**config.mk**
```make
export PLATFORM = sky130hd
export DESIGN_NAME = dcwd_top
export DESIGN_NICKNAME = d
export VERILOG_FILES = /design/src/verilog/dcwd_pkg.sv /design/src/verilog/dcwd_phase_amp.sv /design/src/verilog/dcwd_top.sv
export SDC_FILE = /design/constraint.sdc
export NUM_CORES = 1
export LEC_CHECK = 0
export BUFFER_PORTS_ARGS = -buffer_cell sky130_fd_sc_hd__buf_4
export CORE_ASPECT_RATIO = 1.1
export CORE_MARGIN = 2
export CORE_UTILIZATION = 25
export DETAILED_ROUTE_END_ITERATION = 6
export GPL_TIMING_DRIVEN = 0
export SYNTH_ARGS = -nofsm -noshare
export SYNTH_HDL_FRONTEND = slang
export SYNTH_HIERARCHICAL = 1
export SYNTH_SLANG_ARGS = --single-unit
```
**constraint.sdc**
```tcl
create_clock -name clk -period 19.25 [get_ports clk]
set_input_delay 0.9625 -clock clk [delete_from_list [all_inputs] [get_ports clk]]
set_output_delay 0.9625 -clock clk [all_outputs]
set_load 0.03 [all_outputs]
```
**src/verilog/dcwd_pkg.sv**
```systemverilog
// Constants shared by the synthesizer control word decoder
package dcwd_pkg;
	// ----------------------------------------
	// Register offsets
	// ----------------------------------------
	localparam logic [7:0] DCWD_OFF_WORD = 8'h00;
	localparam logic [7:0] DCWD_OFF_CTRL = 8'h04;
	localparam logic [7:0] DCWD_OFF_FREQ0 = 8'h08;
	localparam logic [7:0] DCWD_OFF_FREQ1 = 8'h0C;
	localparam logic [7:0] DCWD_OFF_PHASE = 8'h10;
	localparam logic [7:0] DCWD_OFF_STATUS = 8'h14;

	// ----------------------------------------
	// Widths and reset values
	// ----------------------------------------
	localparam int DCWD_FREQ_W = 28;
	localparam int DCWD_HALF_W = 14;
	localparam int DCWD_PHASE_W = 12;
	localparam int DCWD_DAC_W = 10;
	localparam logic [15:0] DCWD_CTRL_RESET = 16'h0000;
	localparam logic [15:0] DCWD_CTRL_WMASK = 16'h3FFA;
	localparam logic [9:0] DCWD_DAC_MID = 10'h200;

	// ----------------------------------------
	// Word target field and control bit positions
	// ----------------------------------------
	localparam int DCWD_TGT_HI = 15;
	localparam int DCWD_TGT_LO = 14;
	localparam logic [1:0] DCWD_TGT_CTRL = 2'b00;
	localparam logic [1:0] DCWD_TGT_F0 = 2'b01;
	localparam logic [1:0] DCWD_TGT_F1 = 2'b10;
	localparam logic [1:0] DCWD_TGT_PH = 2'b11;
	localparam int DCWD_PH_SEL_BIT = 13;
	localparam int DCWD_B_FULL = 13;
	localparam int DCWD_B_HALF = 12;
	localparam int DCWD_B_FREQ_REG_SELECT = 11;
	localparam int DCWD_B_PSEL = 10;
	localparam int DCWD_B_SRC = 9;
	localparam int DCWD_B_RST = 8;
	localparam int DCWD_B_HALT = 7;
	localparam int DCWD_B_PD = 6;
	localparam int DCWD_B_MSBEN = 5;
	localparam int DCWD_B_SQSRC = 4;
	localparam int DCWD_B_BYP = 3;
	localparam int DCWD_B_MODE = 1;
endpackage

```
**src/verilog/dcwd_phase_amp.sv**
```systemverilog
// Phase to amplitude conversion: quarter sine table or ramp bypass
`timescale 1ns/1ps
module dcwd_phase_amp
	import dcwd_pkg::*;
(
	input wire logic [dcwd_pkg::DCWD_PHASE_W-1:0] phase,
	input wire logic ramp_mode,
	output logic [dcwd_pkg::DCWD_DAC_W-1:0] amp
);
	// ----------------------------------------
	// Quarter wave table
	// ----------------------------------------
	// Coarse 16 entry table keeps area small at the cost of purity
	localparam logic [8:0] SINE_ROM [16] = '{
		9'h019, 9'h04B, 9'h07C, 9'h0AC, 9'h0DB, 9'h107, 9'h130, 9'h157,
		9'h17B, 9'h19A, 9'h1B6, 9'h1CE, 9'h1E1, 9'h1F0, 9'h1F9, 9'h1FE
	};

	logic [3:0] idx;
	logic [8:0] mag;

	always_comb begin
		idx = phase[9:6];
		if (phase[10]) begin
			idx = ~phase[9:6];
		end
		mag = SINE_ROM[idx];
		if (ramp_mode) begin
			amp = phase[11:2];
		end else if (phase[11]) begin
			amp = DCWD_DAC_MID - {1'b0, mag};
		end else begin
			amp = DCWD_DAC_MID + {1'b0, mag};
		end
	end
endmodule

```
**src/verilog/dcwd_top.sv**
```systemverilog
// Control word decoder and synthesis core behind an APB slave
// Contract
// - Source bit 1: select, reset and sleep come from the pins.
// - Reset bit 1 forces the accumulator to zero, midscale output.
// - Accumulator stays cleared while reset bit is 1.
// - Clock halt freezes accumulator and converter output.
// - Power-down bit powers the converter down.
// - MSB enable routes accumulator MSB, direct or halved, to square pin.
// - MSB enable 0: square pin not driven.
// - Square source 0: pin carries MSB, divided by one or two.
// - Square source 1: pin carries comparator output.
// - Bypass bit 0: MSB square wave divided by two.
// - Bypass bit 1: MSB passed straight through.
// - Mode 0, not halted: sine table drives the converter.
// - Mode 1, not halted: phase drives converter directly, a ramp.
// - Source bit picks register bits or pins for four functions.
// - Full-word load: two writes, low 14 bits then high 14 bits.
// - Half load: one 14-bit write to half chosen by half select.
// - Top two word bits: 01/10 frequency, 11 phase, 00 control.
//
// The APB interface to the registers and the placing of the registers were chosen for this implementation.
`timescale 1ns/1ps
module dcwd_top
	import dcwd_pkg::*;
(
	input wire logic clk,
	input wire logic arst_n,
	input wire logic psel,
	input wire logic penable,
	input wire logic pwrite,
	input wire logic [7:0] paddr,
	input wire logic [31:0] pwdata,
	output logic [31:0] prdata,
	output logic pready,
	output logic pslverr,
	input wire logic freq_choose_pin,
	input wire logic phase_choose_pin,
	input wire logic acc_reset_pin,
	input wire logic sleep_pin,
	input wire logic comparator_in,
	output logic [dcwd_pkg::DCWD_DAC_W-1:0] dac_code,
	output logic dac_powerdown,
	output logic square_out,
	output logic square_oe
);
	// ----------------------------------------
	// Helpers
	// ----------------------------------------
	function automatic logic pick(input logic src, input logic pin,
		input logic bitv);
		return src ? pin : bitv;
	endfunction

	function automatic logic mapped(input logic [7:0] a);
		return (a == DCWD_OFF_WORD) || (a == DCWD_OFF_CTRL) ||
			(a == DCWD_OFF_FREQ0) || (a == DCWD_OFF_FREQ1) ||
			(a == DCWD_OFF_PHASE) || (a == DCWD_OFF_STATUS);
	endfunction

	// ----------------------------------------
	// State
	// ----------------------------------------
	logic [15:0] ctrl_q, ctrl_d;
	logic [27:0] freq0_q, freq0_d, freq1_q, freq1_d, acc_q, acc_d;
	logic [11:0] phase0_q, phase0_d, phase1_q, phase1_d;
	logic [13:0] stage_q, stage_d;
	logic half_pend_q, half_pend_d;
	logic [9:0] dac_q, dac_d;
	logic pd_q, pd_d, sq_q, sq_d, oe_q, oe_d;
	logic msb_prev_q, msb_prev_d, div2_q, div2_d;
	logic [31:0] prdata_q, prdata_d;
	logic pready_q, pready_d, pslverr_q, pslverr_d;

	logic src, rst_eff, halt_eff, pd_eff, freq_reg_select_eff, psel_eff;
	logic wr_word, msb;
	logic [15:0] w;
	logic [11:0] phase;
	logic [9:0] amp;

	// ----------------------------------------
	// Effective controls
	// ----------------------------------------
	always_comb begin
		src = ctrl_q[DCWD_B_SRC];
		rst_eff = pick(src, acc_reset_pin, ctrl_q[DCWD_B_RST]);
		pd_eff = pick(src, sleep_pin, ctrl_q[DCWD_B_PD]);
		freq_reg_select_eff = pick(src, freq_choose_pin, ctrl_q[DCWD_B_FREQ_REG_SELECT]);
		psel_eff = pick(src, phase_choose_pin, ctrl_q[DCWD_B_PSEL]);
		// Sleep pin also stops the clocks, as the pin form of sleep does
		halt_eff = ctrl_q[DCWD_B_HALT] | (src & sleep_pin);
		msb = acc_q[DCWD_FREQ_W-1];
		phase = acc_q[27:16] + (psel_eff ? phase1_q : phase0_q);
	end

	dcwd_phase_amp u_amp (
		.phase(phase),
		.ramp_mode(ctrl_q[DCWD_B_MODE]),
		.amp(amp)
	);

	// ----------------------------------------
	// APB slave
	// ----------------------------------------
	// Zero wait states: pready is raised by the setup cycle
	always_comb begin
		pready_d = psel & ~penable;
		pslverr_d = 1'b0;
		prdata_d = 32'h0000_0000;
		if (psel && !penable) begin
			pslverr_d = ~mapped(paddr);
			if (pwrite) begin
				prdata_d = 32'h0000_0000;
			end else if (paddr == DCWD_OFF_CTRL) begin
				prdata_d = {16'h0000, ctrl_q};
			end else if (paddr == DCWD_OFF_FREQ0) begin
				prdata_d = {4'h0, freq0_q};
			end else if (paddr == DCWD_OFF_FREQ1) begin
				prdata_d = {4'h0, freq1_q};
			end else if (paddr == DCWD_OFF_PHASE) begin
				prdata_d = {4'h0, phase1_q, 4'h0, phase0_q};
			end else if (paddr == DCWD_OFF_STATUS) begin
				prdata_d = {13'h0000, half_pend_q, psel_eff, freq_reg_select_eff,
					pd_eff, halt_eff, rst_eff, 1'b0, phase};
			end
		end
	end

	// ----------------------------------------
	// Word decode
	// ----------------------------------------
	always_comb begin
		w = pwdata[15:0];
		wr_word = psel & penable & pwrite & pready_q & ~pslverr_q &
			(paddr == DCWD_OFF_WORD);
		ctrl_d = ctrl_q;
		freq0_d = freq0_q;
		freq1_d = freq1_q;
		phase0_d = phase0_q;
		phase1_d = phase1_q;
		stage_d = stage_q;
		half_pend_d = half_pend_q;
		if (wr_word) begin
			case (w[DCWD_TGT_HI:DCWD_TGT_LO])
				DCWD_TGT_CTRL: begin
					// Reserved bits are dropped even if the host errs
					ctrl_d = w & DCWD_CTRL_WMASK;
					half_pend_d = 1'b0;
				end
				DCWD_TGT_PH: begin
					if (w[DCWD_PH_SEL_BIT]) begin
						phase1_d = w[11:0];
					end else begin
						phase0_d = w[11:0];
					end
				end
				default: begin
					if (ctrl_q[DCWD_B_FULL] && !half_pend_q) begin
						stage_d = w[13:0];
						half_pend_d = 1'b1;
					end else if (ctrl_q[DCWD_B_FULL]) begin
						half_pend_d = 1'b0;
						if (w[DCWD_TGT_LO]) begin
							freq0_d = {w[13:0], stage_q};
						end else begin
							freq1_d = {w[13:0], stage_q};
						end
					end else if (w[DCWD_TGT_LO]) begin
						freq0_d = ctrl_q[DCWD_B_HALF] ?
							{w[13:0], freq0_q[13:0]} :
							{freq0_q[27:14], w[13:0]};
					end else begin
						freq1_d = ctrl_q[DCWD_B_HALF] ?
							{w[13:0], freq1_q[13:0]} :
							{freq1_q[27:14], w[13:0]};
					end
				end
			endcase
		end
	end

	// ----------------------------------------
	// Accumulator and outputs
	// ----------------------------------------
	always_comb begin
		acc_d = acc_q;
		if (rst_eff) begin
			acc_d = 28'h000_0000;
		end else if (!halt_eff) begin
			acc_d = acc_q + (freq_reg_select_eff ? freq1_q : freq0_q);
		end
		// Reset forces midscale whatever the phase offset or mode
		if (rst_eff) begin
			dac_d = DCWD_DAC_MID;
		end else begin
			dac_d = halt_eff ? dac_q : amp;
		end
		pd_d = pd_eff;
		msb_prev_d = msb;
		div2_d = div2_q;
		if (rst_eff) begin
			div2_d = 1'b0;
		end else if (msb && !msb_prev_q) begin
			div2_d = ~div2_q;
		end
		oe_d = ctrl_q[DCWD_B_MSBEN];
		if (!ctrl_q[DCWD_B_MSBEN]) begin
			sq_d = 1'b0;
		end else if (ctrl_q[DCWD_B_SQSRC]) begin
			sq_d = comparator_in;
		end else if (ctrl_q[DCWD_B_BYP]) begin
			sq_d = msb;
		end else begin
			sq_d = div2_q;
		end
	end

	always_ff @(posedge clk or negedge arst_n) begin
		if (!arst_n) begin
			ctrl_q <= DCWD_CTRL_RESET;
			freq0_q <= 28'h000_0000;
			freq1_q <= 28'h000_0000;
			phase0_q <= 12'h000;
			phase1_q <= 12'h000;
			stage_q <= 14'h0000;
			half_pend_q <= 1'b0;
			acc_q <= 28'h000_0000;
			dac_q <= DCWD_DAC_MID;
			pd_q <= 1'b0;
			sq_q <= 1'b0;
			oe_q <= 1'b0;
			msb_prev_q <= 1'b0;
			div2_q <= 1'b0;
			prdata_q <= 32'h0000_0000;
			pready_q <= 1'b0;
			pslverr_q <= 1'b0;
		end else begin
			ctrl_q <= ctrl_d;
			freq0_q <= freq0_d;
			freq1_q <= freq1_d;
			phase0_q <= phase0_d;
			phase1_q <= phase1_d;
			stage_q <= stage_d;
			half_pend_q <= half_pend_d;
			acc_q <= acc_d;
			dac_q <= dac_d;
			pd_q <= pd_d;
			sq_q <= sq_d;
			oe_q <= oe_d;
			msb_prev_q <= msb_prev_d;
			div2_q <= div2_d;
			prdata_q <= prdata_d;
			pready_q <= pready_d;
			pslverr_q <= pslverr_d;
		end
	end

	assign prdata = prdata_q;
	assign pready = pready_q;
	assign pslverr = pslverr_q;
	assign dac_code = dac_q;
	assign dac_powerdown = pd_q;
	assign square_out = sq_q;
	assign square_oe = oe_q;
endmodule
```
==> results by group <==
Pwr
  • VDD IR max: 0.0433 mV
  • Ratio of total power to cell area: between 50 and 60 nW/um^2
  • Power dissipated by switching net loads: 194 uW
  • Leakage power of the design: 6.04 nW
  • Clock network fraction of design power: 0.436
  • Internal power consumption: approximately 560 uW
  • Sequential share of power: 0.506
  • Proportion of power drawn by combinational gates: 0.058
  • Power, Total: 755 uW
  • Sw Share: 0.256

Routing
  • Number of remaining DRC errors: 0
  • Via-per-instance ratio: 5.04
  • Length of the first detailed-routing pass in iterations: 7
  • Vias after detailed routing: 9253
  • First DRT Iteration DRCs: 881
  • Number of nets with antenna violations after detailed routing: 0
  • Routed len/inst: 19.3 um
  • Detailed-route wire length: 35400 um

Synth
  • Register bit total from synthesis: 180
  • Primary FF master, synth: sky130_fd_sc_hd__dfrtp_1
  • Cell area after synthesis: 11000 sq um
  • Cell taking the most area after synthesis: sky130_fd_sc_hd__dfrtp_1
  • Area share of the largest cell type after synthesis: 0.407
  • Synth warnings: 6
  • Ranking of synthesized cells by area: sky130_fd_sc_hd__dfrtp_1, sky130_fd_sc_hd__mux2_2, sky130_fd_sc_hd__ha_1
  • Gate count after technology mapping: about 1200
  • Number of synthesized flops with an enable pin: 0
  • Avg Synthesized Cell Area: 9.56 sq um
  • Distinct cell type count of the synthesized netlist: 92
  • Sequential-to-total area share from yosys stat: 0.409
  • Post-synthesis async set-or-reset flop share: 1.00

Place
  • Total half-perimeter wirelength after legalization and detailed placement: 27100 um
  • Count of buffers from port buffering: 75
  • Final GP Congestion: 0.926
  • Worst setup slack before clock tree synthesis: 11.45 ns
  • Instance area after placement: 12300 sq um

Setup path
  • Worst flop-to-flop path endpoint: dac_code[6]
  • Critical Path Slowest Stage Cell: sky130_fd_sc_hd__or4_4
  • Data arrival, critical path: 7.93 ns
  • Setup slack of the most critical reg-to-reg path: 11.69 ns
  • Startpoint kind of the worst setup timing path: register
  • Critical Setup Path Class: reg -> reg
  • Number of cell instances on the worst register-to-register path: 28
  • Nature of the critical path endpoint: register
  • Worst stage delay on the critical path: a little over 0.6 ns
  • Category of cells accounting for the largest share of critical-path delay: buffers and inverters
  • Reg-to-reg startpoint: ctrl_q[9]
  • Buf+Inv Stages, Crit Path: 6
  • Critical path required time: 19.62 ns
  • CP Max Fanout: 10

Hold path
  • Beginning of the worst hold path: ctrl_q[5]
  • Hold Path Class: reg -> reg
  • Hold path cells: 0
  • Endpoint, Worst Hold: square_oe

STA
  • Hold Violations, Final: 0
  • Worst-case headroom to the max-slew limit: 0.302
  • Setup TNS: 0 ns
  • Final Slew Violations: 0
  • Worst slew pin tran: 1.04 ns
  • Clock tree skew after final layout: ~0.014 ns
  • Worst hold slack: 0.440 ns
  • Final-report setup violation count: 0
  • Share of the clock period used by the worst path after layout: 0.393
  • Shortest clock period the worst path allows after layout: 7.56 ns
  • Highest Clock Rate: 132 MHz
  • Final Worst Setup Slack: 11.69 ns
  • RSZ-0062 raised after global routing: no

Floorplan
  • Chip height: 224 um
  • I/O pin total: 97
  • Die outline width: 204 um
  • Core outline area: 43400 sq um
  • Total Die Area: between 40000 and 50000 sq um
  • Starting density of the core: 0.253
  • Number of placement rows: 80

Clock tree
  • CTS HTree Levels: 4
  • Number of buffers inserted during clock tree synthesis: 17
  • Post CTS Setup Buffer Count: 0
  • TritonCTS clock tree: yes
  • Number of buffers on the longest clock path: 2
  • Resize count post-CTS: 0
  • Clock Latency Late Sink: ~0.45 ns
  • Hold Buf Count CTS: 0
  • CTS clock-pin slew for the worst setup and hold paths: roughly 0.070 ns
  • Clock net sink count: between 150 and 200
  • Cell chosen for the clock root: sky130_fd_sc_hd__clkbuf_16

Flow run
  • Max capacitance violation total: 0

Finish
  • Synthesis-to-finish area growth: 16.9%
  • Layout Nets: 1352
  • Final instance area: roughly 13000 sq um
  • Ant. Diodes: 0
  • Fraction of final layout cells with drive strength greater than 1: 0.214
  • Most used cells in the layout excluding fill and tap cells: sky130_fd_sc_hd__dfrtp_1, sky130_fd_sc_hd__nand2_1, sky130_fd_sc_hd__mux2_2
  • Most frequent standard cell in the layout excluding fill and tap cells: sky130_fd_sc_hd__dfrtp_1

Global routing
  • Largest net degree at the start of global routing: 110
  • Initial antenna violation count: 0
  • Overall fraction of global-route tracks in use: 0.157
  • Vias in the first global route: 9216
  • Sum of overflow across all layers after global routing: 0
  • First-pass GRT wire length: approximately 55000 um

Status
  • Outcome: complete, no violations
==> stage by stage <==
stage,utilization,std cells
4_1_cts,0.296,1836
3_5_place_dp,0.284,1804
3_3_place_gp,0.283,1803
2_1_floorplan,-,1154
5_1_grt,0.296,1836
6_report,0.296,1836
==> Yosys cell counts, types with 4 or more instances <==
| library cell | count |
|---|---|
| sky130_fd_sc_hd__o21ai_0 | 86 |
| sky130_fd_sc_hd__nand4_1 | 5 |
| sky130_fd_sc_hd__a311oi_1 | 5 |
| sky130_fd_sc_hd__o21a_1 | 8 |
| sky130_fd_sc_hd__dfrtp_1 | 179 |
| sky130_fd_sc_hd__xnor2_1 | 19 |
| sky130_fd_sc_hd__mux2i_1 | 12 |
| sky130_fd_sc_hd__a21o_1 | 14 |
| sky130_fd_sc_hd__nand2_1 | 158 |
| sky130_fd_sc_hd__a21oi_1 | 91 |
| sky130_fd_sc_hd__and3_1 | 8 |
| sky130_fd_sc_hd__nand3_1 | 17 |
| sky130_fd_sc_hd__buf_4 | 5 |
| sky130_fd_sc_hd__nand2b_1 | 16 |
| sky130_fd_sc_hd__buf_2 | 9 |
| sky130_fd_sc_hd__a222oi_1 | 5 |
| sky130_fd_sc_hd__ha_1 | 51 |
| sky130_fd_sc_hd__a22o_1 | 4 |
| sky130_fd_sc_hd__nor2b_1 | 8 |
| sky130_fd_sc_hd__nor2_1 | 86 |
| sky130_fd_sc_hd__buf_6 | 5 |
| sky130_fd_sc_hd__a31oi_1 | 4 |
| sky130_fd_sc_hd__inv_1 | 24 |
| sky130_fd_sc_hd__or2_2 | 4 |
| sky130_fd_sc_hd__a22oi_1 | 25 |
| sky130_fd_sc_hd__a211oi_1 | 10 |
| sky130_fd_sc_hd__mux2_2 | 119 |
| sky130_fd_sc_hd__o211ai_1 | 7 |
| sky130_fd_sc_hd__and2_1 | 8 |
| sky130_fd_sc_hd__nor3_1 | 12 |
| sky130_fd_sc_hd__or3_1 | 5 |
| sky130_fd_sc_hd__clkbuf_1 | 45 |
| sky130_fd_sc_hd__xor2_1 | 15 |
| sky130_fd_sc_hd__o31ai_1 | 4 |
==> metal layers <==
| metal | global-route usage | vias to the layer above | part of all wire |
|---|---|---|---|
| li1 | - | 4320 | - |
| met1 | 0.216 | 4544 | 0.44 |
| met2 | 0.247 | 335 | 0.46 |
| met3 | 0.0260 | 54 | 0.067 |
| met4 | 0.0580 | 0 | 0.032 |
| met5 | 0 | - | 0 |
==> registers in the layout, summed over array words and instances (netlist names) <==
| name | flops |
|---|---|
| msb_prev_q | 1 |
| freq1_q | 28 |
| phase0_q | 12 |
| square_out | 1 |
| dac_code | 10 |
| div2_q | 1 |
| pready | 1 |
| prdata | 28 |
| half_pend_q | 1 |
| acc_q | 28 |
| stage_q | 14 |
| pslverr | 1 |
| square_oe | 1 |
| ctrl_q | 12 |
| dac_powerdown | 1 |
| freq0_q | 28 |
| phase1_q | 12 |
==> worst max path at each step <==
stage                      from  cells past startpoint  slack (ns)     endpoint
5_1_grt               ctrl_q[9]                     28       11.13  dac_code[6]
3_3_place_gp   phase_choose_pin                     28       11.56  dac_code[6]
6_report              ctrl_q[9]                     28       11.69  dac_code[6]
4_1_cts               ctrl_q[9]                     28       11.71  dac_code[6]
2_1_floorplan  phase_choose_pin                     27       12.77  dac_code[6]
3_5_place_dp   phase_choose_pin                     28       11.45  dac_code[6]
==> final cells by class <==
cell class / instances / area (sq um)
buffer: 66 / 315
clock buffer: 19 / 433
clock inverter: 13 / 98.8
fill: 4628 / 30600
inverter: 25 / 93.8
multi-input combinational: 883 / 6100
sequential: 180 / 4510
tap: 574 / 718
timing repair buffer: 76 / 598
==> kinds of logic (layout without fill, tap and decap cells) <==
group | count (synthesis) | after routing | share of synthesized area
AND/OR/NAND/NOR | 353 | 353 | 0.148
adder cells (fa/ha/maj) | 53 | 53 | 0.0616
multiplexers | 133 | 133 | 0.135
flip-flops | 180 | 180 | 0.409
XOR/XNOR | 34 | 34 | 0.0271
AO/OA/AOI/OAI | 306 | 306 | 0.181
other | 1 | 4 | 0.000341
buffers and inverters | 91 | 199 | 0.0372
==> power groups by stage <==
stage	clock network, mW	registers, mW	logic (mW)
5_1_grt	0.350	0.382	0.0487
6_report	0.329	0.382	0.0441
4_1_cts	0.334	0.382	0.0444
2_1_floorplan	0	0.390	0.0178
3_3_place_gp	0	0.389	0.0426
3_5_place_dp	0	0.389	0.0442
No activity file was read; power rests on OpenSTA's default activity.
